### src/design/udt_defs.svh
// udt_defs.svh: register offsets, field positions, control reset value, channel count and wrap vector code of the up/down compare timer
// assumes: included by the package and the design modules; definitions only
// Overview of operation
// - in up mode, wrap flag sets only when the counter wraps from period compare to zero
// - clear bit or reset forces counter to zero; counting resumes from zero
// - counter clock selectable: inverted external, sub-main, auxiliary, external timer clock
// - first increment after clear on first source rising edge; later ones follow divider
// - compare-mode channel raises its flag when counter equals its compare register
// - full word write to timer control register clears the interrupt vector register
`ifndef UDT_DEFS_SVH
`define UDT_DEFS_SVH
`define UDT_OFS_CTL 12'h000
`define UDT_OFS_CNT 12'h004
`define UDT_OFS_CC0 12'h010
`define UDT_OFS_CC1 12'h014
`define UDT_OFS_CC2 12'h018
`define UDT_OFS_CCM 12'h020
`define UDT_OFS_IV 12'h024
`define UDT_OFS_STAT 12'h028
`define UDT_OFS_MASK 12'h02c
`define UDT_CTL_CLR 2
`define UDT_CTL_MC_LO 4
`define UDT_CTL_ID_LO 6
`define UDT_CTL_SSEL_LO 8
`define UDT_CTL_RST 16'h0000
`define UDT_NCH 3
`define UDT_ST_WRAP 3
`define UDT_IV_WRAP 4'ha
`endif

### src/design/udt_pkg.sv
// udt_pkg.sv: types of the up/down compare timer
// assumes: udt_defs.svh on the include path
`include "udt_defs.svh"
package udt_pkg;
  typedef enum logic [1:0] {UDT_SRC_EXT, UDT_SRC_AUX, UDT_SRC_SUB, UDT_SRC_INV} udt_src_e;
  typedef enum logic [1:0] {UDT_MODE_STOP, UDT_MODE_UP, UDT_MODE_CONT, UDT_MODE_UPDN} udt_mode_e;
  typedef enum logic [1:0] {UDT_ST_IDLE, UDT_ST_DATA} udt_bus_e;
  typedef struct packed {
    logic [15:0] ctl;
    logic [2:0][15:0] ccr;
    logic [2:0] cap;
    logic [3:0] stat;
    logic [3:0] mask;
    udt_bus_e bus;
    logic [11:0] addr;
    logic wr;
    logic [31:0] rdata;
    logic clr_pend;
  } udt_reg_s;
  typedef struct packed {
    logic [15:0] count;
    logic dir_down;
    logic [2:0] pre;
    logic first;
    logic src_d;
  } udt_cnt_s;
endpackage

### src/design/udt_core.sv
// udt_core.sv: counter core with source select, input divider, modes and compare/wrap events
// assumes: clock sources are synchronous levels sampled on clk
`timescale 1ns/1ps
`include "udt_defs.svh"
module udt_core import udt_pkg::*; (
  // clock and control
  input wire logic clk,
  input wire logic srst,
  input wire logic ce,
  // clock sources
  input wire logic ext_clk,
  input wire logic aux_clk,
  input wire logic sub_clk,
  // configuration
  input wire logic clear,
  input wire udt_src_e src_sel,
  input wire logic [1:0] input_divider_sel,
  input wire udt_mode_e mode,
  input wire logic [2:0][15:0] ccr,
  input wire logic [2:0] cap,
  // results
  output logic [15:0] counter_value,
  output logic wrap_evt,
  output logic [2:0] cmp_evt
);
  udt_cnt_s s_r, s_nxt;
  logic src, tick, edge_seen;
  // source mux; inverted external uses the external pin inverted
  always_comb begin
    case (src_sel)
      UDT_SRC_EXT: src = ext_clk;
      UDT_SRC_AUX: src = aux_clk;
      UDT_SRC_SUB: src = sub_clk;
      UDT_SRC_INV: src = ~ext_clk;
      default: src = ext_clk;
    endcase
  end
  // next state: divider prescaler, then count
  always_comb begin
    s_nxt = s_r;
    wrap_evt = 1'b0;
    cmp_evt = 3'b000;
    s_nxt.src_d = src;
    edge_seen = src & ~s_r.src_d;
    tick = 1'b0;
    if (edge_seen && mode != UDT_MODE_STOP) begin
      s_nxt.pre = s_r.pre + 3'd1;
      // first tick after clear ignores the divider, as the silicon does
      if (s_r.first || s_r.pre == ((3'd1 << input_divider_sel) - 3'd1)) begin
        tick = 1'b1;
        s_nxt.pre = 3'd0;
        s_nxt.first = 1'b0;
      end
    end
    if (tick) begin
      case (mode)
        UDT_MODE_UP: begin
          if (s_r.count >= ccr[0]) begin
            s_nxt.count = 16'h0000;
            wrap_evt = (s_r.count == ccr[0]);
          end else begin
            s_nxt.count = s_r.count + 16'h0001;
          end
        end
        UDT_MODE_CONT: begin
          s_nxt.count = s_r.count + 16'h0001;
          wrap_evt = (s_r.count == 16'hffff);
        end
        UDT_MODE_UPDN: begin
          if (s_r.dir_down) begin
            s_nxt.count = s_r.count - 16'h0001;
            if (s_r.count == 16'h0001) begin
              s_nxt.dir_down = 1'b0;
              wrap_evt = 1'b1;
            end
          end else if (s_r.count >= ccr[0]) begin
            s_nxt.dir_down = 1'b1;
            s_nxt.count = s_r.count - 16'h0001;
          end else begin
            s_nxt.count = s_r.count + 16'h0001;
          end
        end
        default: s_nxt.count = s_r.count;
      endcase
      for (int i = 0; i < `UDT_NCH; i++) begin
        cmp_evt[i] = ~cap[i] && (s_nxt.count == ccr[i]);
      end
    end
    if (clear) begin
      s_nxt.count = 16'h0000;
      s_nxt.pre = 3'd0;
      s_nxt.dir_down = 1'b0;
      s_nxt.first = 1'b1;
    end
  end
  always_ff @(posedge clk) begin
    if (srst) begin
      s_r <= '{count: 16'h0000, dir_down: 1'b0, pre: 3'd0, first: 1'b1, src_d: 1'b0};
    end else if (ce) begin
      s_r <= s_nxt;
    end
  end
  assign counter_value = s_r.count;
endmodule

### src/design/udt_top.sv
// udt_top.sv: up/down compare timer with AHB-Lite register slave and masked interrupt
// assumes: single AHB-Lite master, word transfers, clock sources synchronous to clk
//
// The implementer's own choices: the AHB-Lite slave port and the register offsets.
`timescale 1ns/1ps
`include "udt_defs.svh"
module udt_top import udt_pkg::*; (
  // clock and control
  input wire logic clk,
  input wire logic srst,
  input wire logic ce,
  // ahb-lite slave
  input wire logic hsel,
  input wire logic [11:0] haddr,
  input wire logic [1:0] htrans,
  input wire logic hwrite,
  input wire logic [2:0] hsize,
  input wire logic [31:0] hwdata,
  input wire logic hready,
  output logic [31:0] hrdata,
  output logic hreadyout,
  output logic hresp,
  // clock sources
  input wire logic ext_clk,
  input wire logic aux_clk,
  input wire logic sub_clk,
  // interrupt
  output logic irq
);
  udt_reg_s r_r, r_nxt;
  logic [15:0] counter_value;
  logic wrap_evt;
  logic [2:0] cmp_evt;
  logic [3:0] ev;
  logic [3:0] ivec;

  udt_core u_core (
    .clk(clk),
    .srst(srst),
    .ce(ce),
    .ext_clk(ext_clk),
    .aux_clk(aux_clk),
    .sub_clk(sub_clk),
    .clear(r_r.clr_pend),
    .src_sel(udt_src_e'(r_r.ctl[`UDT_CTL_SSEL_LO +: 2])),
    .input_divider_sel(r_r.ctl[`UDT_CTL_ID_LO +: 2]),
    .mode(udt_mode_e'(r_r.ctl[`UDT_CTL_MC_LO +: 2])),
    .ccr(r_r.ccr),
    .cap(r_r.cap),
    .counter_value(counter_value),
    .wrap_evt(wrap_evt),
    .cmp_evt(cmp_evt)
  );

  // highest-priority pending unmasked event; channel 0 ranks first, wrap last
  function automatic logic [3:0] udt_vec(input logic [3:0] p);
    if (p[0]) return 4'h2;
    if (p[1]) return 4'h4;
    if (p[2]) return 4'h6;
    if (p[`UDT_ST_WRAP]) return `UDT_IV_WRAP;
    return 4'h0;
  endfunction

  assign ev = {wrap_evt, cmp_evt};
  assign ivec = udt_vec(r_r.stat & r_r.mask);
  assign hreadyout = 1'b1; // zero wait states
  assign hresp = 1'b0;
  assign hrdata = r_r.rdata;
  assign irq = |(r_r.stat & r_r.mask);

  // bus phases, register writes and sticky flags
  always_comb begin
    r_nxt = r_r;
    r_nxt.clr_pend = 1'b0;
    if (r_r.bus == UDT_ST_DATA && r_r.wr) begin
      case (r_r.addr)
        `UDT_OFS_CTL: begin
          r_nxt.ctl = hwdata[15:0];
          r_nxt.ctl[`UDT_CTL_CLR] = 1'b0; // clear bit is self-clearing
          r_nxt.clr_pend = hwdata[`UDT_CTL_CLR];
          // full word write is the initialising move, so it drops pending vector sources
          r_nxt.stat = 4'h0;
        end
        `UDT_OFS_CC0: r_nxt.ccr[0] = hwdata[15:0];
        `UDT_OFS_CC1: r_nxt.ccr[1] = hwdata[15:0];
        `UDT_OFS_CC2: r_nxt.ccr[2] = hwdata[15:0];
        `UDT_OFS_CCM: r_nxt.cap = hwdata[2:0]; // capture mode lets software bump a compare safely
        `UDT_OFS_STAT: r_nxt.stat = r_r.stat & ~hwdata[3:0];
        `UDT_OFS_MASK: r_nxt.mask = hwdata[3:0];
        default: r_nxt.mask = r_r.mask;
      endcase
    end
    // reading the vector acknowledges the event it reported; taken from the captured read data so that
    // an event arriving between the two bus phases is not dropped unseen
    if (r_r.bus == UDT_ST_DATA && !r_r.wr && r_r.addr == `UDT_OFS_IV) begin
      case (r_r.rdata[3:0])
        4'h2: r_nxt.stat[0] = 1'b0;
        4'h4: r_nxt.stat[1] = 1'b0;
        4'h6: r_nxt.stat[2] = 1'b0;
        `UDT_IV_WRAP: r_nxt.stat[`UDT_ST_WRAP] = 1'b0;
        default: r_nxt.stat = r_nxt.stat;
      endcase
    end
    // set wins over every clear
    r_nxt.stat = r_nxt.stat | ev;
    r_nxt.bus = UDT_ST_IDLE;
    if (hsel && hready && htrans[1]) begin
      r_nxt.bus = UDT_ST_DATA;
      r_nxt.addr = haddr;
      r_nxt.wr = hwrite;
      r_nxt.rdata = 32'h0000_0000;
      if (!hwrite) begin
        case (haddr)
          `UDT_OFS_CTL: r_nxt.rdata = {16'h0000, r_r.ctl};
          `UDT_OFS_CNT: r_nxt.rdata = {16'h0000, counter_value};
          `UDT_OFS_CC0: r_nxt.rdata = {16'h0000, r_r.ccr[0]};
          `UDT_OFS_CC1: r_nxt.rdata = {16'h0000, r_r.ccr[1]};
          `UDT_OFS_CC2: r_nxt.rdata = {16'h0000, r_r.ccr[2]};
          `UDT_OFS_CCM: r_nxt.rdata = {29'h0, r_r.cap};
          `UDT_OFS_IV: r_nxt.rdata = {28'h0, ivec};
          `UDT_OFS_STAT: r_nxt.rdata = {28'h0, r_r.stat};
          `UDT_OFS_MASK: r_nxt.rdata = {28'h0, r_r.mask};
          default: r_nxt.rdata = 32'h0000_0000;
        endcase
      end
    end
  end

  always_ff @(posedge clk) begin
    if (srst) begin
      r_r <= '{ctl: `UDT_CTL_RST, ccr: '0, cap: 3'b000, stat: 4'h0, mask: 4'h0, bus: UDT_ST_IDLE,
               addr: 12'h000, wr: 1'b0, rdata: 32'h0000_0000, clr_pend: 1'b0};
    end else if (ce) begin
      r_r <= r_nxt;
    end
  end
endmodule

### config.mk
export PLATFORM = sky130hd
export DESIGN_NAME = udt_top
export DESIGN_NICKNAME = d
export VERILOG_FILES = /design/src/design/udt_pkg.sv /design/src/design/udt_core.sv /design/src/design/udt_top.sv
export VERILOG_INCLUDE_DIRS = /design/src /design/src/design
export SDC_FILE = /design/constraint.sdc
export NUM_CORES = 1
export LEC_CHECK = 0
export BUFFER_PORTS_ARGS = -buffer_cell sky130_fd_sc_hd__buf_2
export CORE_MARGIN = 5
export CORE_UTILIZATION = 30
export DETAILED_ROUTE_END_ITERATION = 10
export GPL_TIMING_DRIVEN = 0
export MAX_ROUTING_LAYER = met4
export PLACE_DENSITY_LB_ADDON = 0.2
export SLEW_MARGIN = 20
export SYNTH_ARGS = -nofsm -noshare
export SYNTH_HDL_FRONTEND = slang
export SYNTH_SLANG_ARGS = --single-unit
### constraint.sdc
create_clock -name clk -period 4 [get_ports clk]
set_input_delay 0.8 -clock clk [delete_from_list [all_inputs] [get_ports clk]]
set_output_delay 0.8 -clock clk [all_outputs]
set_load 0.005 [all_outputs]
# --- Word level (Yosys, flattened, before mapping) ---
# Cells that the tools add are included.
word_totals:
  register_bits: 144
  elab_cells: 149
classes:
  addsub: 4
  n_shift: 1
  reduce_logical: 31
  bitwise_logic: 10
  n_lt_le_gt_ge: 1
  eq_ne: 33
  n_mux: 52
ops:
  columns: ["op", "count"]
  rows:
  - ["case mux 16 bit (9 select lines)", 1]
  - ["== test 12 x 6 -> 1 bit (second input constant)", 8]
  - ["== test 12 x 5 -> 1 bit (second input constant)", 6]
  - ["== test 16 bit", 4]
  - ["2-to-1 mux 16 bit", 4]
  - ["2-to-1 mux 4 bit", 12]
  - ["case mux 16 bit (3 select lines)", 1]
  - ["2-to-1 mux 46 bit", 1]
  - ["2-to-1 mux 17 bit", 2]
  - ["2-to-1 mux 1 bit", 25]
  - ["logical NOT 12 bit", 2]
  - ["AND reduction 3 bit", 8]
  - ["2-to-1 mux 21 bit", 1]
  - ["adder 16 x 1 -> 16 bit (second input constant)", 1]
  - ["== test 16 x 1 -> 1 bit (second input constant)", 1]
  - ["== test 16 bit (second input constant)", 1]
  - ["greater-or-equal comparator 16 bit", 1]
  - ["subtractor 16 x 1 -> 16 bit (second input constant)", 1]
  - ["== test 12 x 3 -> 1 bit (second input constant)", 1]
  - ["nonzero test 2 bit", 5]
  - ["logical AND 1 bit", 9]
  - ["AND 4 bit", 2]
  - ["== test 2 bit (second input constant)", 4]
  - ["== test 4 x 3 -> 1 bit (second input constant)", 2]
  - ["other kinds (21)", 29]

# --- Logic depth before layout (Yosys ltp) ---
# Gate-level depths: netlist (run 1).
depth:
  depth_word: 15
  depth_mapped: 16

# --- Modules after synthesis ---
# From an unflattened synthesis (run 1), not the netlist that was laid out.
hier_totals:
  hier_cells: 1112
  hier_area_um2: 8774.7
modules_own_cells:
  columns: ["module", "cells_each", "instances", "seq_area_each_um2", "area_per_inst_um2"]
  rows:
  - ["udt_top", 608, 1, 2102.0, 5072.4]
  - ["udt_core", 504, 1, 440.4, 3702.3]

# --- Least setup slack after synthesis (run 1) ---
# OpenSTA, ideal clock, no wires.
synth_path:
  kind: "register to register"
  start: "register u_core.s_r, in the netlist u_core.counter_value[0]"
  end: "register r_r[52] in the netlist's numbering"
  path_slack_ns: 0.193
  required_ns: 3.916
  path_stages_with_launch: 15
  setup_ns: 0.084
  t_arrival_ns: 3.723
  cell_sequence: "dfxtp_1 clkbuf_1 clkbuf_1 inv_1 ha_1 nand4_1 nor4_1 a211o_1 o41ai_1 nor2_1 nor3_1 nor2_1 a2111o_1 or4_1 o31ai_2"
synth_via:
  elab_chain_len: 9
synth_rtl:
  columns: ["item", "line_no", "source"]
  rows:
  - ["start: declaration", "udt_core.sv:26", "udt_cnt_s s_r, s_nxt;"]
  - ["start signal: assignment", "udt_core.sv:98", "s_r <= '{count: 16'h0000, dir_down: 1'b0, pre: 3'd0, first: 1'b1, src_d: 1'b0};"]
  - ["start signal: assignment", "udt_core.sv:100", "s_r <= s_nxt;"]
  - ["adder 16 x 1 -> 16 bit (tied with other cells)", "udt_core.sv:62, udt_core.sv:66, udt_core.sv:80", null]
  - ["2-to-1 mux 16 bit", "udt_core.sv:76", "end else if (s_r.count >= ccr[0]) begin"]
  - ["2-to-1 mux 17 bit", "udt_core.sv:70", "if (s_r.dir_down) begin"]
  - ["case mux 16 bit (3 select lines) *", "udt_core.sv:56", "case (mode)"]
  - ["2-to-1 mux 16 bit *", "udt_core.sv:55", "if (tick) begin"]
  - ["== test 16 bit *", "udt_core.sv:86", "cmp_evt[i] = ~cap[i] && (s_nxt.count == ccr[i]);"]
  - ["logical AND 1 bit *", "udt_core.sv:86", null]
  - ["2-to-1 mux 3 bit *", "udt_core.sv:55", null]
  - ["bitwise OR 4 bit *", "udt_top.sv:105", "r_nxt.stat = r_nxt.stat | ev;"]
  - ["end signal: assignment", "udt_top.sv:131", "r_r <= '{ctl: `UDT_CTL_RST, ccr: '0, cap: 3'b000, stat: 4'h0, mask: 4'h0, bus: UDT_ST_IDLE,"]
  - ["end signal: assignment", "udt_top.sv:134", "r_r <= r_nxt;"]
  - ["end: declaration", "udt_top.sv:30", "udt_reg_s r_r, r_nxt;"]
# Every way passes the cells marked *; elsewhere a longest branch is shown, timed or not. The select of a mux whose other input is x is not followed.
# A chain may end at the register's enable or synchronous reset.

# --- Worst setup path after layout (run 1) ---
layout_path:
  start: "register u_core.s_r, in the netlist u_core.counter_value[0]"
  end: "register r_r[54] in the netlist's numbering"
# The elaborated chain is that of the path after synthesis.

==> out/results.ini, run 1 <==
[pwr]
leakagePower_nw=4.341
ir_worst_vdd_mv=0.2462
p_sw_mw=0.7876
total_power_mw=3.048
clkPwrFrac=0.545
internal-power_mw=2.261
swShare=0.2584
power_frac_comb=0.039
pwr-share-seq=0.416
cellPowerDensity_nw_per_um2=279.2

[floorplanning]
boundaryPins=93
initial_core_util=0.3046
die_y_um=181.0
design.core.area_um2=28780
rows=62
dieWidth_um=181.0
die_area_um2=32740

[sta]
hold_viol=0
post-route-min-period_ps=4010
hold_slack_ps=453.6
min_period_over_period=1.002
fmax_mhz=249.4
final_max_slew_viol_count=0
slew_headroom=0.2492
worst_slack_ps=-9.501
clock_skew_ps=16.49
rsz0062_at_grt=yes
worst_pin_slew_ps=1118
setup_viol=1

[place]
placed_cell_area_um2=9595
io_buffers=52
dp_hpwl_um=28670
place_ws_ps=-1818
gp_congestion=1.010

[synthesis]
syn-instance-count=1163
yosysWarnings=0
yosysTopAreaCell=dfxtp_1
synth_top_area_share=0.2900
ys_seq_area_frac=0.2900
synthArstFlopShare=0
synth_area_per_cell_um2=7.538
syn_area_um2=8767
yosys-top-cells-area=dfxtp_1 (29%), mux2i_1 (7.6%), nand2_1 (6.1%)
ys_seq_elements=127
synth_edf_count=0
ys_types=81
synth-main-ff-cell=dfxtp_1

[hold_path]
hp-class=reg2reg

[outcome]
violations=negative setup slack
status=complete, but fails checks

[cts]
cts_buffers=17
cts_tree=yes
h-tree-depth=4
clkSinkCount=127
clock_latency_ps=430
root_buffer=clkbuf_16
clk_pin_slew_ps=70
cts_buffer_depth=2

[cells_and_area]
layout-drive-gt1-share=0.1799
diodes=0
design_area_um2=10920
n_fill_cell=3047
areaGrowthSynthToFinish_pct=24.52
nets=1360

[setup_path]
arrival_ps=4350
ff2ff_setup_slack_ps=-10
crit_type=reg2reg
crit_required_ps=4340
critPathSlowestCell=or4_4
critical_path.max_stage_delay_ps=550
cp_common_cell=buf_4
crit_chain=clkbuf_8, clkbuf_16, inv_2, ha_1, nand4_1, buf_6, nor4_4, buf_4, a211oi_4, buf_4, nand4_4, a311oi_4, o32ai_1, or4b_1, nand4b_1, or4_4, o31ai_4
end_kind=flip-flop
path_max_fanout=10
crit_path_start_kind=flip-flop

[global_route]
grt.total_usage=0.2260
grt_max_degree=17
grt_pass1_wl_um=56300
grt_overflow=0
grt_pass1_vias=8973
antenna_found_initial=0

[drt]
dr.pass1.iters=6
via_per_inst=5.755
drt_iter0_drc=1300
vias=9663
routedWlPerCell_um=22.35
totalWireLength_um=37530
antenna_left=0
drcViolationCount=0

[job]
drv_cap=0

-- power by group through the flow --
stage / sequential [mW] / clock, mW / combinational [mW]
3_3_place_gp: 1.30 / 0 / 0.117
5_1_grt: 1.27 / 1.73 / 0.131
2_1_floorplan: 1.30 / 0 / 0.0584
3_5_place_dp: 1.30 / 0 / 0.118
6_report: 1.27 / 1.66 / 0.119
4_1_cts: 1.27 / 1.67 / 0.118
-- area by class of cell --
cell class | instances | area (um2) | area share
multi-input cells | 902 | 5997 | 0.5493
inverters | 38 | 146.4 | 0.01341
well taps | 384 | 480.5 | 0.04401
clock buffers | 18 | 439.2 | 0.04023
plain buffers | 111 | 603.1 | 0.05524
repair buffers | 85 | 511.7 | 0.04688
flip-flops and latches | 127 | 2571 | 0.2355
clock inverters | 14 | 167.7 | 0.01536
-- cell usage in the layout, fill, tap and decap left out, drive strengths merged, types with 7 or more instances in the layout --
cell and instances:
and3 14, mux2i 67, xor2 16, ha 20, o22ai 13, or3 16, o21ai 36, a222oi 19
a31oi 19, nor3 36, nor2b 10, o211ai 9, nand4 16, inv 44, a211oi 10, a21oi 101
clkbuf 88, nor4 18, conb 18, nor2 128, xnor2 23, a22oi 17, dfxtp 127, a22o 7
buf 126, nand3 27, o31ai 8, nand2 142
-- layer usage --
metal	GRT usage	routed length (um)	vias up
met5	-	0	-
li1	-	-	4468
met4	0.08166	1595	0
met2	0.3401	16200	543
met1	0.3088	16550	4561
met3	0.03418	3192	91
-- cell usage after synthesis (5+ instances only) --
| cell type | count |
|---|---|
| a221oi_1 | 5 |
| o221ai_1 | 5 |
| a22oi_1 | 17 |
| nor2b_1 | 10 |
| nor2_1 | 128 |
| nand4_1 | 15 |
| nand3b_1 | 5 |
| o211ai_1 | 9 |
| o21ai_0 | 34 |
| o22ai_1 | 13 |
| clkbuf_1 | 71 |
| a22o_1 | 7 |
| a222oi_1 | 19 |
| a21oi_1 | 101 |
| mux2i_1 | 67 |
| xor2_1 | 16 |
| o21a_1 | 6 |
| or3_1 | 15 |
| nand2_1 | 142 |
| inv_1 | 37 |
| buf_4 | 35 |
| and3_1 | 14 |
| nor3_1 | 36 |
| ha_1 | 20 |
| xnor2_1 | 23 |
| a211oi_1 | 9 |
| dfxtp_1 | 127 |
| nand3_1 | 27 |
| a2111oi_0 | 5 |
| o31ai_1 | 7 |
| nor4_1 | 17 |
| a31oi_1 | 19 |
-- critical path, delay by kind of cell, from the launching register on --
kind	cells	cell delay (ps)
flip-flops	1	330
buffers and inverters	6	780
AND/OR/NAND/NOR	6	1650
adder cells (fa/ha/maj)	1	270
AO/OA/AOI/OAI	4	880
-- metrics by stage --
step                  util  setup TNS, ps  instances
finish              0.3793         -9.501       1679
floorplan                -              0       1179
detailed placement  0.3334         -10010       1616
CTS                 0.3699              0       1669
global route        0.3793         -100.2       1679
global placement    0.3324         -12490       1615
-- flip-flops by register name, summed over array words and instances (netlist names) --
name	flops
u_core.s_r	6
u_core.counter_value	16
r_r	89
hrdata	16
-- cells by family after synthesis --
| kind of cell | after synthesis | synth area share |
|---|---|---|
| AO/OA/AOI/OAI | 312 | 0.2436 |
| XOR/XNOR | 39 | 0.03896 |
| adder cells (fa/ha/maj) | 20 | 0.02854 |
| buffers and inverters | 150 | 0.08020 |
| flip-flops | 127 | 0.2900 |
| multiplexers | 71 | 0.08163 |
| other | 2 | 0.0008566 |
| AND/OR/NAND/NOR | 442 | 0.2362 |
-- path summary, 6_finish.rpt --
kind	from	endpoint	cells after the start
min reg2reg	r_r[43]	r_r[43]	2
max	u_core.counter_value[0]	r_r[54]	17
max reg2reg	u_core.counter_value[0]	r_r[54]	17
min	r_r[43]	r_r[43]	2
-- timing repair --
action / CTS / global route
gates resized for setup: 58 / 42
hold buffers: 0 / 0
pin swaps: 11 / 14
cloned: 0 / 0
setup buffers: 22 / 10
setup endpoints to repair: 18 / 3
endpoints found under the hold margin: 0 / 0
(Power assumes the default switching activity.)
==> run 2, diff against run 1 <==
CORE_UTILIZATION = 34   (was 30)
==> run 2 against run 1 <==
  * The flow still finishes with violations (negative setup slack)
  * Clock skew increased by 6.6 ps
  * Critical path depth decreased by 2
  * Via count decreased by 0.36%
  * Largest cell class unchanged
==> out/results.ini, run 2 (synthesized netlist as in run 1, its figures left out) <==
[pwr]
internal-power_mw=2.265  ; was 2.261 mW
p_sw_mw=0.8183  ; was 0.7876 mW
leakagePower_nw=4.251  ; was 4.341 nW
swShare=0.2654  ; was 0.2584
cellPowerDensity_nw_per_um2=288.7  ; was 279.2 nW/um2
pwr-share-seq=0.411  ; was 0.416
ir_worst_vdd_mv=0.2299  ; was 0.2462 mV
total_power_mw=3.084  ; was 3.048 mW
power_frac_comb=0.039  ; about the same
clkPwrFrac=0.551  ; was 0.545

[cts]
clock_latency_ps=440  ; was 430 ps
root_buffer=clkbuf_16  ; unchanged
cts_tree=yes  ; unchanged
clkSinkCount=127  ; unchanged
cts_buffers=17  ; unchanged
clk_pin_slew_ps=80  ; was 70 ps
holdBufCountCts=0  ; unchanged
cts_buffer_depth=2  ; unchanged
h-tree-depth=4  ; unchanged

[setup_path]
crit_buf_inv=4  ; was 6
crit_path_start_kind=flip-flop  ; unchanged
crit_chain=inv_1, ha_4, nand4_1, buf_4, nor4_4, a211o_4, nor4_4, buf_6, buf_4, mux2_1, o32ai_1, or4b_1, nand4b_1, or4_4, o31ai_2  ; was clkbuf_8, clkbuf_16, inv_2, ha_1, nand4_1, buf_6, nor4_4, buf_4, a211oi_4, buf_4, nand4_4, a311oi_4, o32ai_1, or4b_1, nand4b_1, or4_4, o31ai_4
path_delay_family=simple AND/OR/NAND/NOR gates  ; unchanged
crit_type=reg2reg  ; unchanged
critPathSlowestCell=or4b_1  ; was or4_4
path_max_fanout=6  ; was 10
critical_path.max_stage_delay_ps=490  ; was 550 ps
arrival_ps=4380  ; was 4350 ps
end_kind=flip-flop  ; unchanged
crit_required_ps=4340  ; about the same

[cells_and_area]
fin_util=0.4229  ; was 0.3793
nets=1345  ; was 1360
largest_reg_flops=89  ; unchanged
largest-register=r_r  ; unchanged
diodes=0  ; unchanged
layout-drive-gt1-share=0.1656  ; was 0.1799
layout_common_cells=nand2_1 (141), nor2_1 (126), dfxtp_1 (116), a21oi_1 (99)  ; was nand2_1 (142), nor2_1 (128), dfxtp_1 (114), a21oi_1 (98), buf_4 (67)
final_common_cell=nand2_1  ; unchanged
layoutNonFillerInstCount=1610  ; was 1679
areaGrowthSynthToFinish_pct=21.82  ; was 24.52%
design_area_um2=10680  ; was 10920 um2

[global_route]
grt_pass1_vias=8954  ; was 8973
grt.total_usage=0.2613  ; was 0.2260
grt_max_degree=17  ; unchanged
antenna_found_initial=0  ; unchanged
grt_pass1_wl_um=56300  ; unchanged
grt_overflow=0  ; unchanged

[drt]
antenna_left=0  ; unchanged
vias=9628  ; was 9663
dr.pass1.iters=6  ; unchanged
totalWireLength_um=37690  ; was 37530 um
drcViolationCount=0  ; unchanged
routedWlPerCell_um=23.41  ; was 22.35 um
via_per_inst=5.980  ; was 5.755
drt_iter0_drc=1221  ; was 1300

[place]
gp_congestion=1.007  ; was 1.010
io_buffers=52  ; unchanged
place_ws_ps=-1512  ; was -1818 ps
dp_cells=1562  ; was 1616
dp_hpwl_um=28780  ; was 28670 um
placed_cell_area_um2=9525  ; was 9595 um2

[floorplanning]
design.core.area_um2=25250  ; was 28780 um2
die_area_um2=29100  ; was 32740 um2
dieWidth_um=170.6  ; was 181.0 um
die_y_um=170.6  ; was 181.0 um
initial_core_util=0.3472  ; was 0.3046
boundaryPins=93  ; unchanged
rows=58  ; was 62

[outcome]
status=complete, but fails checks  ; unchanged
violations=negative setup slack  ; unchanged

[hold_path]
hp-class=reg2reg  ; unchanged

[sta]
rsz0062_at_grt=yes  ; unchanged
fin_setup_tns_ps=-39.14  ; was -9.501 ps
worst_pin_slew_ps=1121  ; was 1118 ps
clock_skew_ps=23.10  ; was 16.49 ps
hold_slack_ps=459.0  ; was 453.6 ps
slew_headroom=0.2466  ; was 0.2492
min_period_over_period=1.010  ; was 1.002
post-route-min-period_ps=4039  ; was 4010 ps
fmax_mhz=247.6  ; was 249.4 MHz
final_max_slew_viol_count=0  ; unchanged
worst_slack_ps=-39.14  ; was -9.501 ps
hold_viol=0  ; unchanged
setup_viol=1  ; unchanged

[job]
drv_cap=0  ; unchanged

==> run 2: worst paths after layout <==
kind / depth (start not counted) / slack [ps] / startpoint / to
worst max-delay path: 15 / -40 / r_r[70] / r_r[54]
worst min-delay path: 2 / 460 / r_r[117] / r_r[117]
worst max register to register: 15 / -40 / r_r[70] / r_r[54]
worst min register to register: 2 / 460 / r_r[117] / r_r[117]
==> run 2: timing repair <==
item | 4_1_cts | 5_1_grt
pin swaps | 11 | 11
setup buffers | 14 | 3
endpoints found under the setup margin | 18 | 3
resized for setup | 62 | 31
==> run 2: power by group through the flow <==
stage	Sequential, mW	Combinational [mW]	Clock, mW
floorplan	1.30	0.0584	0
global placement	1.30	0.116	0
detailed placement	1.30	0.117	0
CTS	1.27	0.118	1.70
global route	1.27	0.130	1.75
finish	1.27	0.119	1.70
==> run 2: final cells by class <==
class                      count  area, um2
inverter                      38      146.4
clock inverter                14      171.4
sequential                   127       2569
multi-input combinational    902       5949
tap                          330      412.9
fill                        2671      14570
clock buffer                  18      439.2
timing repair buffer          70      396.6
buffer                       111      595.6
==> run 2: worst reg2reg max path, delay by kind of cell, from the launching register on <==
kind            cells  cell delay (ps)
mux                 1              230
compound gates      3              510
flops               1              410
buf+inv             4              670
fa+ha+maj           1              300
simple gates        6             1820
==> run 2: metal layers <==
metal / share of wire / track usage / up-vias / routed length (um)
li1: - / - / 4450 / -
met1: 0.44 / 0.3588 / 4575 / 16440
met2: 0.44 / 0.3974 / 529 / 16660
met3: 0.090 / 0.03512 / 74 / 3388
met4: 0.032 / 0.08715 / 0 / 1206
met5: 0 / - / - / 0
